==> config.mk <==
export PLATFORM = sky130hd
export DESIGN_NAME = isrc_status
export DESIGN_NICKNAME = d
export VERILOG_FILES = /design/src/isrc_pkg.sv /design/src/isrc_status.sv
export SDC_FILE = /design/constraint.sdc
export NUM_CORES = 1
export LEC_CHECK = 0
export BUFFER_PORTS_ARGS = -buffer_cell sky130_fd_sc_hd__buf_2
export CORE_AREA = 5 5 99 101
export DETAILED_ROUTE_END_ITERATION = 6
export DIE_AREA = 0 0 104 106
export GPL_ROUTABILITY_DRIVEN = 0
export GPL_TIMING_DRIVEN = 0
export PLACE_DENSITY = 0.79
export SLEW_MARGIN = 20
export SYNTH_ARGS = -nofsm -noshare
export SYNTH_HDL_FRONTEND = slang
export SYNTH_SLANG_ARGS = --single-unit
==> constraint.sdc <==
create_clock -name SYS_CLK -period 3.8 [get_ports SYS_CLK]
set_input_delay 0.57 -clock SYS_CLK [delete_from_list [all_inputs] [get_ports SYS_CLK]]
set_output_delay 0.57 -clock SYS_CLK [all_outputs]
set_load 0.1 [all_outputs]
==> src/isrc_pkg.sv <==
// Package of offsets, bit positions and reset values for the status block
package isrc_pkg;
  // ----------------------------------------------------------------
  // Register byte offsets
  // ----------------------------------------------------------------
  localparam logic [7:0] OFS_PEND_LOW  = 8'h00; // Flags 6..1
  localparam logic [7:0] OFS_PEND_MID  = 8'h04; // Flags 14..7
  localparam logic [7:0] OFS_PEND_HIGH = 8'h08; // Flags 16..15
  localparam logic [7:0] OFS_ENABLE    = 8'h0C; // Source enables
  localparam logic [7:0] OFS_FLAGS     = 8'h10; // Sticky flags, W1C
  localparam logic [7:0] OFS_TIMEBASE  = 8'h14; // Rate and acknowledge

  // ----------------------------------------------------------------
  // Flag and enable bit positions (same index in both registers)
  // ----------------------------------------------------------------
  localparam int F_SRX  = 0;  // Sync receive full / its enable
  localparam int F_STX  = 1;  // Sync transmit empty / its enable
  localparam int F_MODE_FAULT_FLAG = 2;  // Mode fault / sync error enable
  localparam int F_SYNC_OVERFLOW_FLAG = 3;  // Sync overflow / fault detect enable
  localparam int F_ATX  = 4;  // Async transmit empty
  localparam int F_TC   = 5;  // Transmission complete
  localparam int F_ARX  = 6;  // Async receive full
  localparam int F_IDLE = 7;  // Idle input
  localparam int F_OR   = 8;  // Receiver overrun
  localparam int F_NF   = 9;  // Noise
  localparam int F_FE   = 10; // Framing error
  localparam int F_PE   = 11; // Parity error
  localparam int F_KBD  = 12; // Keyboard request
  localparam int F_CONV = 13; // Conversion done
  localparam int F_TB   = 14; // Timebase rollover
  localparam int NFLAG  = 15; // Number of flags

  // ----------------------------------------------------------------
  // Field layout and reset values
  // ----------------------------------------------------------------
  localparam int TB_ACK_BIT = 3;  // Timebase acknowledge, write only
  localparam int TB_RATE_W  = 3;  // Rate select width
  localparam int TB_BASE    = 8;  // Shortest rollover is 2**TB_BASE
  localparam int IDLE_SHORT = 10; // Ones for idle, 8-bit characters
  localparam int IDLE_LONG  = 11; // Ones for idle, 9-bit characters
  localparam logic [NFLAG-1:0] ENABLE_RST = '0;
  localparam logic [NFLAG-1:0] FLAGS_RST  = '0;
  localparam logic [2:0]       RATE_RST   = 3'h0;

  // AHB transfer type for a new single transfer
  localparam logic [1:0] HTRANS_NONSEQ = 2'h2;
endpackage

==> src/isrc_status.sv <==
// Interrupt source flags, enables and pending status registers
//
// Decided for this implementation: the address map and the AHB-Lite interface to the registers.
`timescale 1ns/1ns
module isrc_status
  import isrc_pkg::*;
#(
  parameter int TB_W = 16 // Timebase counter width
)
(
  input  wire logic        SYS_CLK,
  input  wire logic        SYS_RST,
  input  wire logic        HSEL,
  input  wire logic [31:0] HADDR,
  input  wire logic [1:0]  HTRANS,
  input  wire logic        HWRITE,
  input  wire logic [2:0]  HSIZE,
  input  wire logic [31:0] HWDATA,
  input  wire logic        HREADY,
  output logic [31:0]      HRDATA,
  output logic             HREADYOUT,
  output logic             HRESP,
  input  wire logic [8:1]  OTHER_REQ,
  input  wire logic        SYNC_RX_LOAD,
  input  wire logic        SYNC_TX_LOAD,
  input  wire logic        SYNC_MASTER,
  input  wire logic        SYNC_XFER_ACTIVE,
  input  wire logic        SYNC_SELECT_N,
  input  wire logic        ASYNC_TX_LOAD,
  input  wire logic        ASYNC_TX_EMPTY,
  input  wire logic        ASYNC_BRK_IDLE_GEN,
  input  wire logic        ASYNC_RX_LOAD,
  input  wire logic        ASYNC_RX_BIT,
  input  wire logic        ASYNC_BIT_STB,
  input  wire logic        ASYNC_STOP_STB,
  input  wire logic        ASYNC_LONG_CHAR,
  input  wire logic        ASYNC_NOISE,
  input  wire logic        ASYNC_PARITY_BAD,
  input  wire logic [7:0]  KEYBOARD_REQUEST_PINS_N,
  input  wire logic        CONV_DONE,
  input  wire logic        CPU_IMASK,
  output logic             CPU_IRQ
);

  // ----------------------------------------------------------------
  // Declarations
  // ----------------------------------------------------------------
  logic [NFLAG-1:0]     enable_r;     // Source enables
  logic [NFLAG-1:0]     flags_r;      // Sticky source flags
  logic [NFLAG-1:0]     set_nxt;      // Hardware set events
  logic [NFLAG-1:0]     clr_nxt;      // Software clear requests
  logic [TB_RATE_W-1:0] rate_r;       // Timebase rate select
  logic [TB_W-1:0]      tb_cnt_r;     // Timebase counter chain
  logic                 tb_roll;      // Chain rollover this cycle
  logic [3:0]           ones_cnt_r;   // Consecutive ones on receive
  logic                 sel_n_q_r;    // Previous select level
  logic                 kbd_low_q_r;  // Previous any-key-low level
  logic                 kbd_low;      // Any keyboard pin low
  logic [16:1]          pend_nxt;     // Combined source requests
  logic [16:1]          pend_r;       // Registered pending flags
  logic                 wr_ph_r;      // Write data phase pending
  logic [7:0]           wr_addr_r;    // Write address latched
  logic                 addr_ok;      // Valid address phase
  logic [4:0]           idle_need;    // Ones needed for idle

  // ----------------------------------------------------------------
  // Helper functions
  // ----------------------------------------------------------------
  // Read mux for a byte offset
  function automatic logic [31:0] rd_word(input logic [7:0] a);
    logic [31:0] d;
    d = 32'h0000_0000;
    case (a)
      OFS_PEND_LOW:  d[7:0] = {pend_r[6:1], 2'b00};
      OFS_PEND_MID:  d[7:0] = pend_r[14:7];
      OFS_PEND_HIGH: d[7:0] = {6'b00_0000, pend_r[16:15]};
      OFS_ENABLE:    d[NFLAG-1:0] = enable_r;
      // Done bit hidden while converter interrupts enabled
      OFS_FLAGS:     d[NFLAG-1:0] = flags_r &
                       ~(NFLAG'(enable_r[F_CONV]) << F_CONV);
      OFS_TIMEBASE:  d[TB_RATE_W-1:0] = rate_r;
      default:       d = 32'h0000_0000;
    endcase
    return d;
  endfunction

  // Low bits that must all be one for a rollover
  function automatic logic [TB_W-1:0] tb_mask(
    input logic [TB_RATE_W-1:0] r);
    return TB_W'((32'h1 << (TB_BASE + int'(r))) - 32'h1);
  endfunction

  // ----------------------------------------------------------------
  // AHB-Lite slave
  // ----------------------------------------------------------------
  assign addr_ok = HSEL && HREADY && (HTRANS == HTRANS_NONSEQ);

  // Zero wait state, always OKAY
  always_ff @(posedge SYS_CLK or posedge SYS_RST)
    if (SYS_RST)
    begin
      HREADYOUT <= 1'b0;
      HRESP     <= 1'b0;
    end
    else
    begin
      HREADYOUT <= 1'b1;
      HRESP     <= 1'b0;
    end

  // Read data captured in the address phase
  always_ff @(posedge SYS_CLK or posedge SYS_RST)
    if (SYS_RST)
      HRDATA <= 32'h0000_0000;
    else if (addr_ok && !HWRITE)
      HRDATA <= rd_word(HADDR[7:0]);

  // Write address held for the data phase
  always_ff @(posedge SYS_CLK or posedge SYS_RST)
    if (SYS_RST)
    begin
      wr_ph_r   <= 1'b0;
      wr_addr_r <= 8'h00;
    end
    else
    begin
      wr_ph_r   <= addr_ok && HWRITE && (HADDR[31:8] == 24'h00_0000);
      wr_addr_r <= HADDR[7:0];
    end

  // Enable and rate registers; pending registers ignore writes
  always_ff @(posedge SYS_CLK or posedge SYS_RST)
    if (SYS_RST)
    begin
      enable_r <= ENABLE_RST;
      rate_r   <= RATE_RST;
    end
    else if (wr_ph_r)
    begin
      if (wr_addr_r == OFS_ENABLE)
        enable_r <= HWDATA[NFLAG-1:0];
      if (wr_addr_r == OFS_TIMEBASE)
        rate_r <= HWDATA[TB_RATE_W-1:0];
    end

  // Software clears: one in flag register or acknowledge bit
  always_comb
  begin
    clr_nxt = '0;
    if (wr_ph_r && wr_addr_r == OFS_FLAGS)
      clr_nxt = HWDATA[NFLAG-1:0];
    if (wr_ph_r && wr_addr_r == OFS_TIMEBASE && HWDATA[TB_ACK_BIT])
      clr_nxt[F_TB] = 1'b1;
  end

  // ----------------------------------------------------------------
  // Source event detection
  // ----------------------------------------------------------------
  // Previous levels for edge detection
  always_ff @(posedge SYS_CLK or posedge SYS_RST)
    if (SYS_RST)
    begin
      sel_n_q_r   <= 1'b1;
      kbd_low_q_r <= 1'b0;
    end
    else
    begin
      sel_n_q_r   <= SYNC_SELECT_N;
      kbd_low_q_r <= kbd_low;
    end

  assign kbd_low   = ~&KEYBOARD_REQUEST_PINS_N;
  assign idle_need = ASYNC_LONG_CHAR ? 5'(IDLE_LONG) : 5'(IDLE_SHORT);

  // Consecutive ones on the receive line, saturating
  always_ff @(posedge SYS_CLK or posedge SYS_RST)
    if (SYS_RST)
      ones_cnt_r <= 4'h0;
    else if (ASYNC_BIT_STB)
    begin
      if (!ASYNC_RX_BIT)
        ones_cnt_r <= 4'h0;
      else if (ones_cnt_r != 4'hF)
        ones_cnt_r <= ones_cnt_r + 4'h1;
    end

  // Timebase counter chain
  always_ff @(posedge SYS_CLK or posedge SYS_RST)
    if (SYS_RST)
      tb_cnt_r <= '0;
    else
      tb_cnt_r <= tb_cnt_r + TB_W'(1);

  assign tb_roll = (tb_cnt_r & tb_mask(rate_r)) == tb_mask(rate_r);

  // Set events for every flag
  always_comb
  begin
    set_nxt = '0;
    set_nxt[F_SRX]  = SYNC_RX_LOAD;
    set_nxt[F_STX]  = SYNC_TX_LOAD;
    // master select low at any time
    set_nxt[F_MODE_FAULT_FLAG] = enable_r[F_SYNC_OVERFLOW_FLAG] &&
      (SYNC_MASTER ? !SYNC_SELECT_N
                   : (SYNC_XFER_ACTIVE && SYNC_SELECT_N && !sel_n_q_r));
    set_nxt[F_SYNC_OVERFLOW_FLAG] = SYNC_RX_LOAD && flags_r[F_SRX];
    set_nxt[F_ATX]  = ASYNC_TX_LOAD;
    // both empty, no break or idle
    set_nxt[F_TC]   = ASYNC_TX_EMPTY && !ASYNC_BRK_IDLE_GEN;
    set_nxt[F_ARX]  = ASYNC_RX_LOAD;
    set_nxt[F_IDLE] = ASYNC_BIT_STB && ASYNC_RX_BIT &&
      ({1'b0, ones_cnt_r} + 5'h01 == idle_need);
    set_nxt[F_OR]   = ASYNC_RX_LOAD && flags_r[F_ARX];
    set_nxt[F_NF]   = ASYNC_NOISE;
    set_nxt[F_FE]   = ASYNC_STOP_STB && !ASYNC_RX_BIT;
    set_nxt[F_PE]   = ASYNC_PARITY_BAD;
    set_nxt[F_KBD]  = kbd_low && !kbd_low_q_r;
    set_nxt[F_CONV] = CONV_DONE;
    set_nxt[F_TB]   = tb_roll;
  end

  // Sticky flags; a set in the clear cycle wins
  always_ff @(posedge SYS_CLK or posedge SYS_RST)
    if (SYS_RST)
      flags_r <= FLAGS_RST;
    else
      flags_r <= (flags_r & ~clr_nxt) | set_nxt;

  // ----------------------------------------------------------------
  // Request combination and pending status
  // ----------------------------------------------------------------
  always_comb
  begin
    pend_nxt[8:1] = OTHER_REQ;
    pend_nxt[9]   = (flags_r[F_SRX] && enable_r[F_SRX]) ||
      ((flags_r[F_MODE_FAULT_FLAG] || flags_r[F_SYNC_OVERFLOW_FLAG]) && enable_r[F_MODE_FAULT_FLAG]);
    pend_nxt[10]  = flags_r[F_STX] && enable_r[F_STX];
    pend_nxt[11]  = |(flags_r[F_PE:F_OR] & enable_r[F_PE:F_OR]);
    pend_nxt[12]  = (flags_r[F_ARX] && enable_r[F_ARX]) ||
                    (flags_r[F_IDLE] && enable_r[F_IDLE]);
    pend_nxt[13]  = (flags_r[F_ATX] && enable_r[F_ATX]) ||
                    (flags_r[F_TC] && enable_r[F_TC]);
    pend_nxt[14]  = flags_r[F_KBD] && enable_r[F_KBD];
    pend_nxt[15]  = flags_r[F_CONV] && enable_r[F_CONV];
    pend_nxt[16]  = flags_r[F_TB] && enable_r[F_TB];
  end

  // Pending flags and masked CPU request
  always_ff @(posedge SYS_CLK or posedge SYS_RST)
    if (SYS_RST)
    begin
      pend_r  <= '0;
      CPU_IRQ <= 1'b0;
    end
    else
    begin
      pend_r  <= pend_nxt;
      CPU_IRQ <= (|pend_nxt) && !CPU_IMASK;
    end

  // ----------------------------------------------------------------
  // Assertions
  // ----------------------------------------------------------------
  AST_SRX_SET: assert property (@(posedge SYS_CLK) disable iff (SYS_RST)
    SYNC_RX_LOAD |=> flags_r[F_SRX])
    else $error("sync receive flag not set");
  AST_STX_REQ: assert property (@(posedge SYS_CLK) disable iff (SYS_RST)
    SYNC_TX_LOAD && enable_r[F_STX] |=> ##1 pend_r[10])
    else $error("sync transmit request missing");
  AST_MODE_FAULT_FLAG_MST: assert property (@(posedge SYS_CLK) disable iff (SYS_RST)
    SYNC_MASTER && !SYNC_SELECT_N && enable_r[F_SYNC_OVERFLOW_FLAG] |=> flags_r[F_MODE_FAULT_FLAG])
    else $error("master mode fault missing");
  AST_SYNC_OVERFLOW_FLAG: assert property (@(posedge SYS_CLK) disable iff (SYS_RST)
    SYNC_RX_LOAD && flags_r[F_SRX] |=> flags_r[F_SYNC_OVERFLOW_FLAG])
    else $error("overflow not set");
  AST_OVERRUN: assert property (@(posedge SYS_CLK) disable iff (SYS_RST)
    $rose(flags_r[F_OR]) |-> $past(ASYNC_RX_LOAD) && $past(flags_r[F_ARX]))
    else $error("overrun without cause");
  AST_FRAME: assert property (@(posedge SYS_CLK) disable iff (SYS_RST)
    ASYNC_STOP_STB && !ASYNC_RX_BIT |=> flags_r[F_FE])
    else $error("framing flag not set");
  AST_ERR_GATE: assert property (@(posedge SYS_CLK) disable iff (SYS_RST)
    pend_r[11] |-> $past(|(flags_r[F_PE:F_OR] & enable_r[F_PE:F_OR])))
    else $error("error request without enabled flag");
  AST_TB_ACK: assert property (@(posedge SYS_CLK) disable iff (SYS_RST)
    flags_r[F_TB] && !tb_roll ##1 !flags_r[F_TB] |->
      $past(clr_nxt[F_TB]))
    else $error("timebase flag lost without acknowledge");
  AST_LOW_ZERO: assert property (@(posedge SYS_CLK) disable iff (SYS_RST)
    $past(addr_ok && !HWRITE && HADDR[7:0] == OFS_PEND_LOW) |->
      HRDATA[1:0] == 2'b00 && HRDATA[7:2] == $past(pend_r[6:1]))
    else $error("low pending register layout wrong");
  AST_MASK: assert property (@(posedge SYS_CLK) disable iff (SYS_RST)
    CPU_IMASK |=> !CPU_IRQ)
    else $error("request passed the global mask");
  AST_RO: assert property (@(posedge SYS_CLK) disable iff (SYS_RST)
    wr_ph_r && (wr_addr_r == OFS_PEND_LOW || wr_addr_r == OFS_PEND_MID ||
      wr_addr_r == OFS_PEND_HIGH) |=> enable_r == $past(enable_r) &&
      rate_r == $past(rate_r))
    else $error("pending register write changed state");

endmodule

After elaboration in Yosys (flattened, before gate mapping):

Index checks and enable logic that the tools add are counted.

* register bits: 97
* input port bits: 107
* output and inout bits: 35

* add/subtract/negate cells: 5
* equality and inequality tests: 13
* shift-type cells: 1
* muxes and demuxes: 9
* bitwise operators: 7
* reductions and logical operators: 49

Operators with widths (count)
* 8-bit by 5-bit equality test with 1-bit output, second input constant: 4
* 15-bit bitwise AND: 2
* 1-bit logical AND: 29
* 8-bit by 4-bit equality test with 1-bit output, second input constant: 3
* 24-bit zero test: 1
* 5-bit case mux with 4 select lines: 1
* 19-bit OR reduction: 1
* 3-bit case mux with 6 select lines: 1
* 16-bit by 1-bit adder with 16-bit output, second input constant: 1
* 16-bit bitwise AND: 1
* 16-bit equality test: 1
* 1-bit by 5-bit left shift with 16-bit output, first input constant: 1
* 16-bit by 1-bit subtractor with 16-bit output, second input constant: 1
* 15-bit two-way mux: 1
* 14-bit inverter with 15-bit output: 1
* 15-bit inverter: 1
* 15-bit OR: 1
* 7-bit case mux with 2 select lines: 1
* 8-bit by 3-bit equality test with 1-bit output, second input constant: 1
* 1-bit zero test: 8
* 8-bit zero test: 1
* 4-bit two-way mux: 2
* 8-bit AND reduction: 1
* 2-bit AND reduction: 3
* 11 further kinds: 16

Depth between registers and ports, before layout:

Gate-level depths: netlist of run 1.

* depth in word-level cells: 7
* mapped depth: 6
* gate-level depth less buffers: 5

Least setup slack after synthesis of run 1:

No wires, ideal clock.

* path type: input to register
* from: input HADDR[6]
* to: register HRDATA[3]
* arrival time: 1.885 ns
* required time: 3.731 ns
* path slack: 1.846 ns
* stages on the path: 4
* buffers on the path: 0
* cell sequence: or4_4 -> nor4_1 -> a21boi_2 -> a22o_1

* word-level cells in the longest chain between the ends: 2
* elaborated cells on any way between the ends: 5
* those cells by class: eq/ne (3); mux (1); reduce/logical (1)

RTL lines
* from (decl): RTL line isrc_status.sv:14 `input wire logic [31:0] HADDR,`
* 8-bit by 5-bit equality test with 1-bit output, or another cell as far along: RTL line isrc_status.sv:73 `case (a)`
* 5-bit case mux with 4 select lines *: RTL line isrc_status.sv:73
* to (signal assigned): RTL line isrc_status.sv:116 `HRDATA <= rd_word(HADDR[7:0]);`
* to (decl): RTL line isrc_status.sv:20 `output logic [31:0] HRDATA,`

Every way passes the cells marked *; elsewhere a longest branch is shown, timed or not.
A chain may end at the register's enable or synchronous reset.

Worst setup path after layout of run 1:

* from: input HADDR[6]
* to: register HRDATA[7]

Same word-level chain as after synthesis.

==> results.cfg, run 1 <==
[timing]
fmax_mhz = 447
rsz0062_at_grt = no
finalHoldViolations = 0
hold_ws_ps = 169
fin_ws_ps = 1560
setup_viol = 0
max_slew_margin_pct = 41.0
skew_ps = 9.17
fin_crit_sh_pct = 58.9
finalMaxSlewViolations = 0
max_slew.worst_pin.slew_ps = 877
finalCriticalPeriod_ps = 2240

[worst_setup_path]
r2r-start = wr_addr_r[5]
reg2reg_depth = 5
rr_endpoint = flags_r[0]
critical_path.top_delay_family = simple AND/OR/NAND/NOR gates
end_kind = flip-flop
worstPathRequired_ps = 4090
crit_type = in -> reg
crit_fanout = 5
worstSetupPathDepth = 5
crit_slowest_cell = nor4_1
crit_path_max_incr_delay_ps = 690
path_cells = buf_2, or4_4, nor4_1, a21boi_2, a22o_1
arrival_ps = 2520
cp-endpoint = HRDATA[7]
ff2ff_setup_slack_ps = 1630
crit_path_start = HADDR[6]
cp_num_buf_inv = 1
critPathLaunchType = input pin

[pwr]
ir_drop_mv = 0.201
p_leak_nw = 2.56
pwr_density_cell_nw_per_um2 = 414

[clock_network]
root_buffer = clkbuf_8
cts_tree = done
htree_levels = 3
clk_latency_ps = 350
cts.sinks = 96
numCtsBuffers = 9
clk_pin_slew_ps = 90
cts_buffer_depth = 2
ctsResizeCount = 0
cts_setup_buffers = 0
hold_buffers = 0

[cells_and_area]
fillers = 771
drive_above_1_share_pct = 34.4
finalInstanceArea_sq_um = 5220
syn_to_final_growth_pct = 22.3
nets = 607
antenna_cells = 0
fin_util_pct = 58.4

[floorplan]
coreArea_sq_um = 8930
die_y_um = 106
die_w_um = 104
start_util_pct = 47.8
die-area_sq_um = 11000
rows = 35
ios = 142

[placed_design]
dp_slack_ps = 1280
dp_hpwl_mm = 7.71
portBuffers = 103
placed_area_sq_um = 5020

[route]
routedWlPerCell_um = 16.3
vias = 3250
routed_wl_mm = 10.0
dr.pass1.iters = 4
ant_nets = 0
drt-initial-drc-count = 238
drc_errors = 0
viasPerCell = 5.29

[worst_hold_path]
hold_class = in -> async

[grt]
antenna_found_initial = 0
grt.overflow.total = 0
grt_max_degree = 71
grt_pass1_vias = 3377
grt_usage_pct = 18.4
grt_first_pass_wirelength_mm = 16.4

[yosys]
ys_async_sr_fraction_pct = 100
synth_edf_count = 0
yosysUniqueCellTypes = 50
syn_inst = 366
yosysSeqAreaShare_pct = 56.3
yosys_warnings = 0
synth_area_sq_um = 4270
synthFlopType = dfrtp_1
ys_ff_latch = 96
postSynthAreaPerCell_sq_um = 11.7

[outcome]
outcome = completed

[run]
maxCapViolCount = 0
-- layout by cell type (no fill, tap or decap), drive strengths merged, types with 3 or more instances in the layout --
| cell | instances |
|---|---|
| buf | 126 |
| dfrtp | 95 |
| nand2 | 35 |
| nor2 | 27 |
| mux2 | 22 |
| conb | 19 |
| clkbuf | 19 |
| a22o | 15 |
| mux2i | 12 |
| nor4 | 12 |
| xnor2 | 10 |
| o21ai | 10 |
| inv | 9 |
| nand4 | 7 |
| a21o | 7 |
| a221oi | 6 |
| or2 | 5 |
| and2 | 5 |
| nand3 | 5 |
| xor2 | 5 |
| nor3 | 4 |
| a32o | 4 |
| a22oi | 4 |
| a21oi | 4 |
| and3 | 3 |
| nand3b | 3 |
| a221o | 3 |
| o22ai | 3 |
-- worst min-delay path by stage --
stage | to | from | slack (ps)
floorplan | tb_cnt_r[0] | tb_cnt_r[0] | 410
global placement | tb_cnt_r[0] | tb_cnt_r[0] | 430
detailed placement | tb_cnt_r[0] | tb_cnt_r[0] | 450
CTS | rate_r[1] | SYS_RST | 160
global route | wr_addr_r[1] | SYS_RST | 180
finish | rate_r[1] | SYS_RST | 170
-- report_power, final --
group | switching, mW | total (mW) | internal (mW) | leakage [nW]
combinational | 0.307 | 0.404 | 0.0964 | 1.26
sequential | 0.0244 | 1.08 | 1.06 | 1.20
clock | 0.333 | 0.675 | 0.342 | 0.0969
-- worst register-to-register path: cells and delay by family (launching register included) --
family,cells,cell delay [ps]
AND/OR/NAND/NOR,3,1160
flip-flops,1,370
buffers and inverters,1,360
AO/OA/AOI/OAI,1,180
-- synthesized netlist by cell type, types with 2 or more instances --
library cell   n  share of area (%)
clkbuf_1       5               0.44
xnor2_1       10                2.1
a21o_1         7                1.2
a32o_1         4               0.94
buf_4         18                3.2
a21oi_1        4               0.47
o22ai_1        3               0.44
dfrtp_1       95                 56
or2_2          5               0.73
a221oi_1       6                1.2
nand4_1        7                1.0
nand2b_1       2               0.29
nand2_1       35                3.1
and4_1         2               0.41
a22o_1        15                3.1
nor4_4         2                1.0
buf_2          2               0.23
and3_1         3               0.44
nor3b_1        2               0.35
xor2_1         5                1.0
nor4_1         9                1.3
nand3b_1       3               0.53
nand3_1        5               0.59
a221o_1        3               0.70
nor3_1         4               0.47
conb_1         2               0.18
o21ai_0       10                1.2
and2_1         5               0.73
nor2b_1        2               0.29
mux2_2        22                5.8
inv_1          9               0.79
nor2_1        27                2.4
ha_1           2               0.59
mux2i_1       12                2.8
a22oi_1        4               0.70
-- routing by layer --
| metal | global-route usage (%) | share of wire (%) | up-vias |
|---|---|---|---|
| met5 | 0 | 0 | - |
| li1 | - | - | 1551 |
| met3 | 4.80 | 7.3 | 6 |
| met4 | 5.37 | 0.89 | 0 |
| met2 | 29.3 | 47 | 125 |
| met1 | 24.8 | 45 | 1568 |
-- metrics by stage --
stage / setup TNS [ps] / power [mW] / std cells
5_1_grt: 0 / 2.25 / 614
6_report: 0 / 2.16 / 614
3_5_place_dp: 0 / 1.51 / 598
4_1_cts: 0 / 2.17 / 614
2_1_floorplan: 0 / 1.40 / 383
3_3_place_gp: -23900 / 1.49 / 597
-- cell families after synthesis --
family | Yosys count | share of synthesized area [%]
AND/OR/NAND/NOR | 119 | 15.1
flip-flops | 96 | 56.3
AO/OA/AOI/OAI | 62 | 11.1
buffers and inverters | 36 | 4.98
multiplexers | 34 | 8.62
XOR/XNOR | 15 | 3.08
adder cells (fa/ha/maj) | 2 | 0.586
other | 2 | 0.176
-- registers in the layout, summed over array words and instances (netlist names) --
name / count
sel_n_q_r: 1
ones_cnt_r: 4
wr_addr_r: 8
pend_r: 16
HRDATA: 15
CPU_IRQ: 1
HREADYOUT: 1
flags_r: 15
kbd_low_q_r: 1
wr_ph_r: 1
enable_r: 15
rate_r: 3
tb_cnt_r: 15
-- layout make-up --
class / count / area (sq um) / share of cell area, %
plain buffers: 27 / 179 / 3.43
flip-flops and latches: 96 / 2400 / 46.0
clock inverters: 2 / 37.5 / 0.719
inverters: 9 / 38.8 / 0.743
well taps: 111 / 139 / 2.66
clock buffers: 14 / 163 / 3.12
multi-input cells: 251 / 1720 / 32.9
repair buffers: 104 / 543 / 10.4
Power figures use the tool's default switching activity.
==> run 2, diff against run 1 <==
--- a/config.mk
+++ b/config.mk
@@ -5,13 +5,14 @@
 export SDC_FILE = /design/constraint.sdc
 export NUM_CORES = 1
 export LEC_CHECK = 0
+export ABC_AREA = 1
 export BUFFER_PORTS_ARGS = -buffer_cell sky130_fd_sc_hd__buf_2
-export CORE_AREA = 5 5 99 101
+export CORE_AREA = 5 5 105 107
 export DETAILED_ROUTE_END_ITERATION = 6
-export DIE_AREA = 0 0 104 106
+export DIE_AREA = 0 0 110 112
 export GPL_ROUTABILITY_DRIVEN = 0
 export GPL_TIMING_DRIVEN = 0
-export PLACE_DENSITY = 0.79
+export PLACE_DENSITY = 0.76
 export SLEW_MARGIN = 20
 export SYNTH_ARGS = -nofsm -noshare
 export SYNTH_HDL_FRONTEND = slang
==> constraint.sdc (replaced) <==
create_clock -name SYS_CLK -period 1.91 [get_ports SYS_CLK]
set_input_delay 0.2865 -clock SYS_CLK [delete_from_list [all_inputs] [get_ports SYS_CLK]]
set_output_delay 0.2865 -clock SYS_CLK [all_outputs]
set_load 0.1 [all_outputs]
==> results.cfg, run 2 <==
[timing]
finalHoldViolations = 0
setup_viol = 0
fin_setup_tns_ps = 0
fin_crit_sh_pct = 76.1
skew_ps = 9.93
finalMaxSlewViolations = 0
finalCriticalPeriod_ps = 1450
fin_ws_ps = 457
rsz0062_at_grt = no
hold_ws_ps = 32.9
fmax_mhz = 688

[yosys]
yosys-top-cells-area = dfrtp_1 (53%), nand2_1 (9.5%), inv_1 (5.4%)
synth_top_family_by_area = simple AND/OR/NAND/NOR gates
yosysUniqueCellTypes = 35
synth_area_sq_um = 4470
synth_top_area_cell = dfrtp_1
synth_commonest_cells = nand2_1 (113), dfrtp_1 (95), inv_1 (64)
syn_inst = 499
synth_compound_area_share_pct = 10.0
synth_edf_count = 0
yosysSeqAreaShare_pct = 53.7
yosys_warnings = 0
ys_async_sr_fraction_pct = 100
synthFlopType = dfrtp_1
muxShareOfSynthArea_pct = 0
postSynthAreaPerCell_sq_um = 8.96
synth_xor_area_share_pct = 3.13
ys_ff_latch = 96
synth-simple-area-share_pct = 21.9
yosys.area_share.adder_pct = 0.560
yosysMostFrequentCell = nand2_1
netlist.area_leader.share_pct = 53.2

[pwr]
p_leak_nw = 2.98
p_clk_share_pct = 32.3
p_seq_share_pct = 50.3
cellInternalPower_mw = 2.92
switchingPower_mw = 1.31
switching_share_pct = 31.0
pwr_density_cell_nw_per_um2 = 769
combPwrFrac_pct = 17.4
ir_drop_mv = 0.347

[route]
routed_wl_mm = 10.7
drc_errors = 0
dr.pass1.iters = 4
routedWlPerCell_um = 13.9
viasPerCell = 4.77
ant_nets = 0
drt-initial-drc-count = 211
vias = 3699

[floorplan]
die_w_um = 110
rows = 37
die-area_sq_um = 12300
ios = 142
start_util_pct = 44.5
coreArea_sq_um = 10000
die_y_um = 112

[clock_network]
numCtsBuffers = 9
root_buffer = clkbuf_8
ctsResizeCount = 0
htree_levels = 3
cts.sinks = 96
cts_buffer_depth = 2
cts_tree = done
clk_latency_ps = 360
clk_pin_slew_ps = 90
cts_setup_buffers = 0

[grt]
grt.overflow.total = 0
grt_pass1_vias = 3817
grt_first_pass_wirelength_mm = 17.7
antenna_found_initial = 0
grt_max_degree = 32
grt_usage_pct = 18.2

[placed_design]
placedCellCount = 758
placed_area_sq_um = 5290
dp_slack_ps = 486
portBuffers = 103
dp_hpwl_mm = 8.54

[cells_and_area]
drive_above_1_share_pct = 29.3
layout_common_cells = nand2_1 (113), buf_2 (106), dfrtp_1 (95), inv_1 (63), nand3_1 (38)
final_common_cell = nand2_1
antenna_cells = 0
syn_to_final_growth_pct = 23.2
largest_reg_flops = 16
finalInstanceArea_sq_um = 5510
largest-register = pend_r
nets = 743
final_cells = 775

[worst_setup_path]
crit_path_max_incr_delay_ps = 430
critical_path.top_delay_family = buffers and inverters
path_cells = buf_2
crit_slowest_cell = buf_2
crit_fanout = 2
worstPathRequired_ps = 1620
crit_type = reg -> out
reg2reg_depth = 6
ff2ff_setup_slack_ps = 470
end_kind = primary output
rr_endpoint = flags_r[11]
cp_num_buf_inv = 1
arrival_ps = 1170
critPathLaunchType = flip-flop
r2r-start = wr_addr_r[1]

[worst_hold_path]
hold_class = in -> reg
hp-start = SYNC_SELECT_N
hold_depth = 1
holdPathEnd = sel_n_q_r

[outcome]
outcome = completed

[run]
maxCapViolCount = 0
run 2: cell count changes after synthesis, moves of 8 or more:
cell / change
xor2_1: +9
mux2_2: -22
nand3_1: +33
a22o_1: -15
o21ai_1: +16
o21ai_2: +14
nand2_1: +78
xnor2_1: -8
mux2i_1: -12
o21ai_0: +12
inv_1: +55
run 2: area by class of cell:
cell class              count  area, sq um
inverters                  69          263
clock buffers              10          138
flip-flops and latches     96         2400
fillers                   940         4540
multi-input cells         323         1660
well taps                 136          170
plain buffers              28          210
repair buffers            107          593
clock inverters             6         67.6
run 2: how the worst max path moves through the flow:
stage | from | to | slack, ps | depth (start not counted)
2_1_floorplan | SYS_RST | CPU_IRQ | 490 | 1
4_1_cts | HRDATA[14] | HRDATA[14] | 440 | 1
6_report | HRDATA[8] | HRDATA[8] | 460 | 1
3_3_place_gp | SYS_RST | ones_cnt_r[3] | -110 | 2
5_1_grt | SYS_RST | HRDATA[11] | 310 | 6
3_5_place_dp | wr_addr_r[1] | flags_r[11] | 490 | 6
run 2: logic make-up after synthesis:
| kind of cell | Yosys count |
|---|---|
| AOI/OAI and AO/OA | 71 |
| DFF | 96 |
| other | 2 |
| xor gates and xnor gates | 16 |
| buffers and inverters | 97 |
| and+or+nand+nor | 215 |
| adders and majority gates | 2 |
run 2: power groups by stage:
| stage | registers [mW] | clock network (mW) | logic, mW |
|---|---|---|---|
| CTS | 2.13 | 1.40 | 0.742 |
| global route | 2.14 | 1.49 | 0.786 |
| finish | 2.13 | 1.37 | 0.736 |
| detailed placement | 2.17 | 0 | 0.739 |
| floorplan | 2.38 | 0 | 0.331 |
| global placement | 2.17 | 0 | 0.711 |
run 2: repair_timing:
action | CTS | global route
hold buffers | 1 | 0
endpoints found under the setup margin | 0 | 0
hold endpoints to repair | 20 | 0
run 2: layer usage:
layer / wire length (um) / GRT usage [%] / vias to the layer above
met5: 0 / 0 / -
met4: 179 / 7.15 / 0
met3: 805 / 3.30 / 15
met2: 5130 / 30.3 / 140
met1: 4630 / 23.3 / 1708
li1: - / - / 1836
run 2: per-stage QoR:
step,util [%],power (mW)
2_1_floorplan,-,2.71
3_3_place_gp,52.0,2.88
3_5_place_dp,52.7,2.91
4_1_cts,54.8,4.27
5_1_grt,54.8,4.42
6_report,54.8,4.23
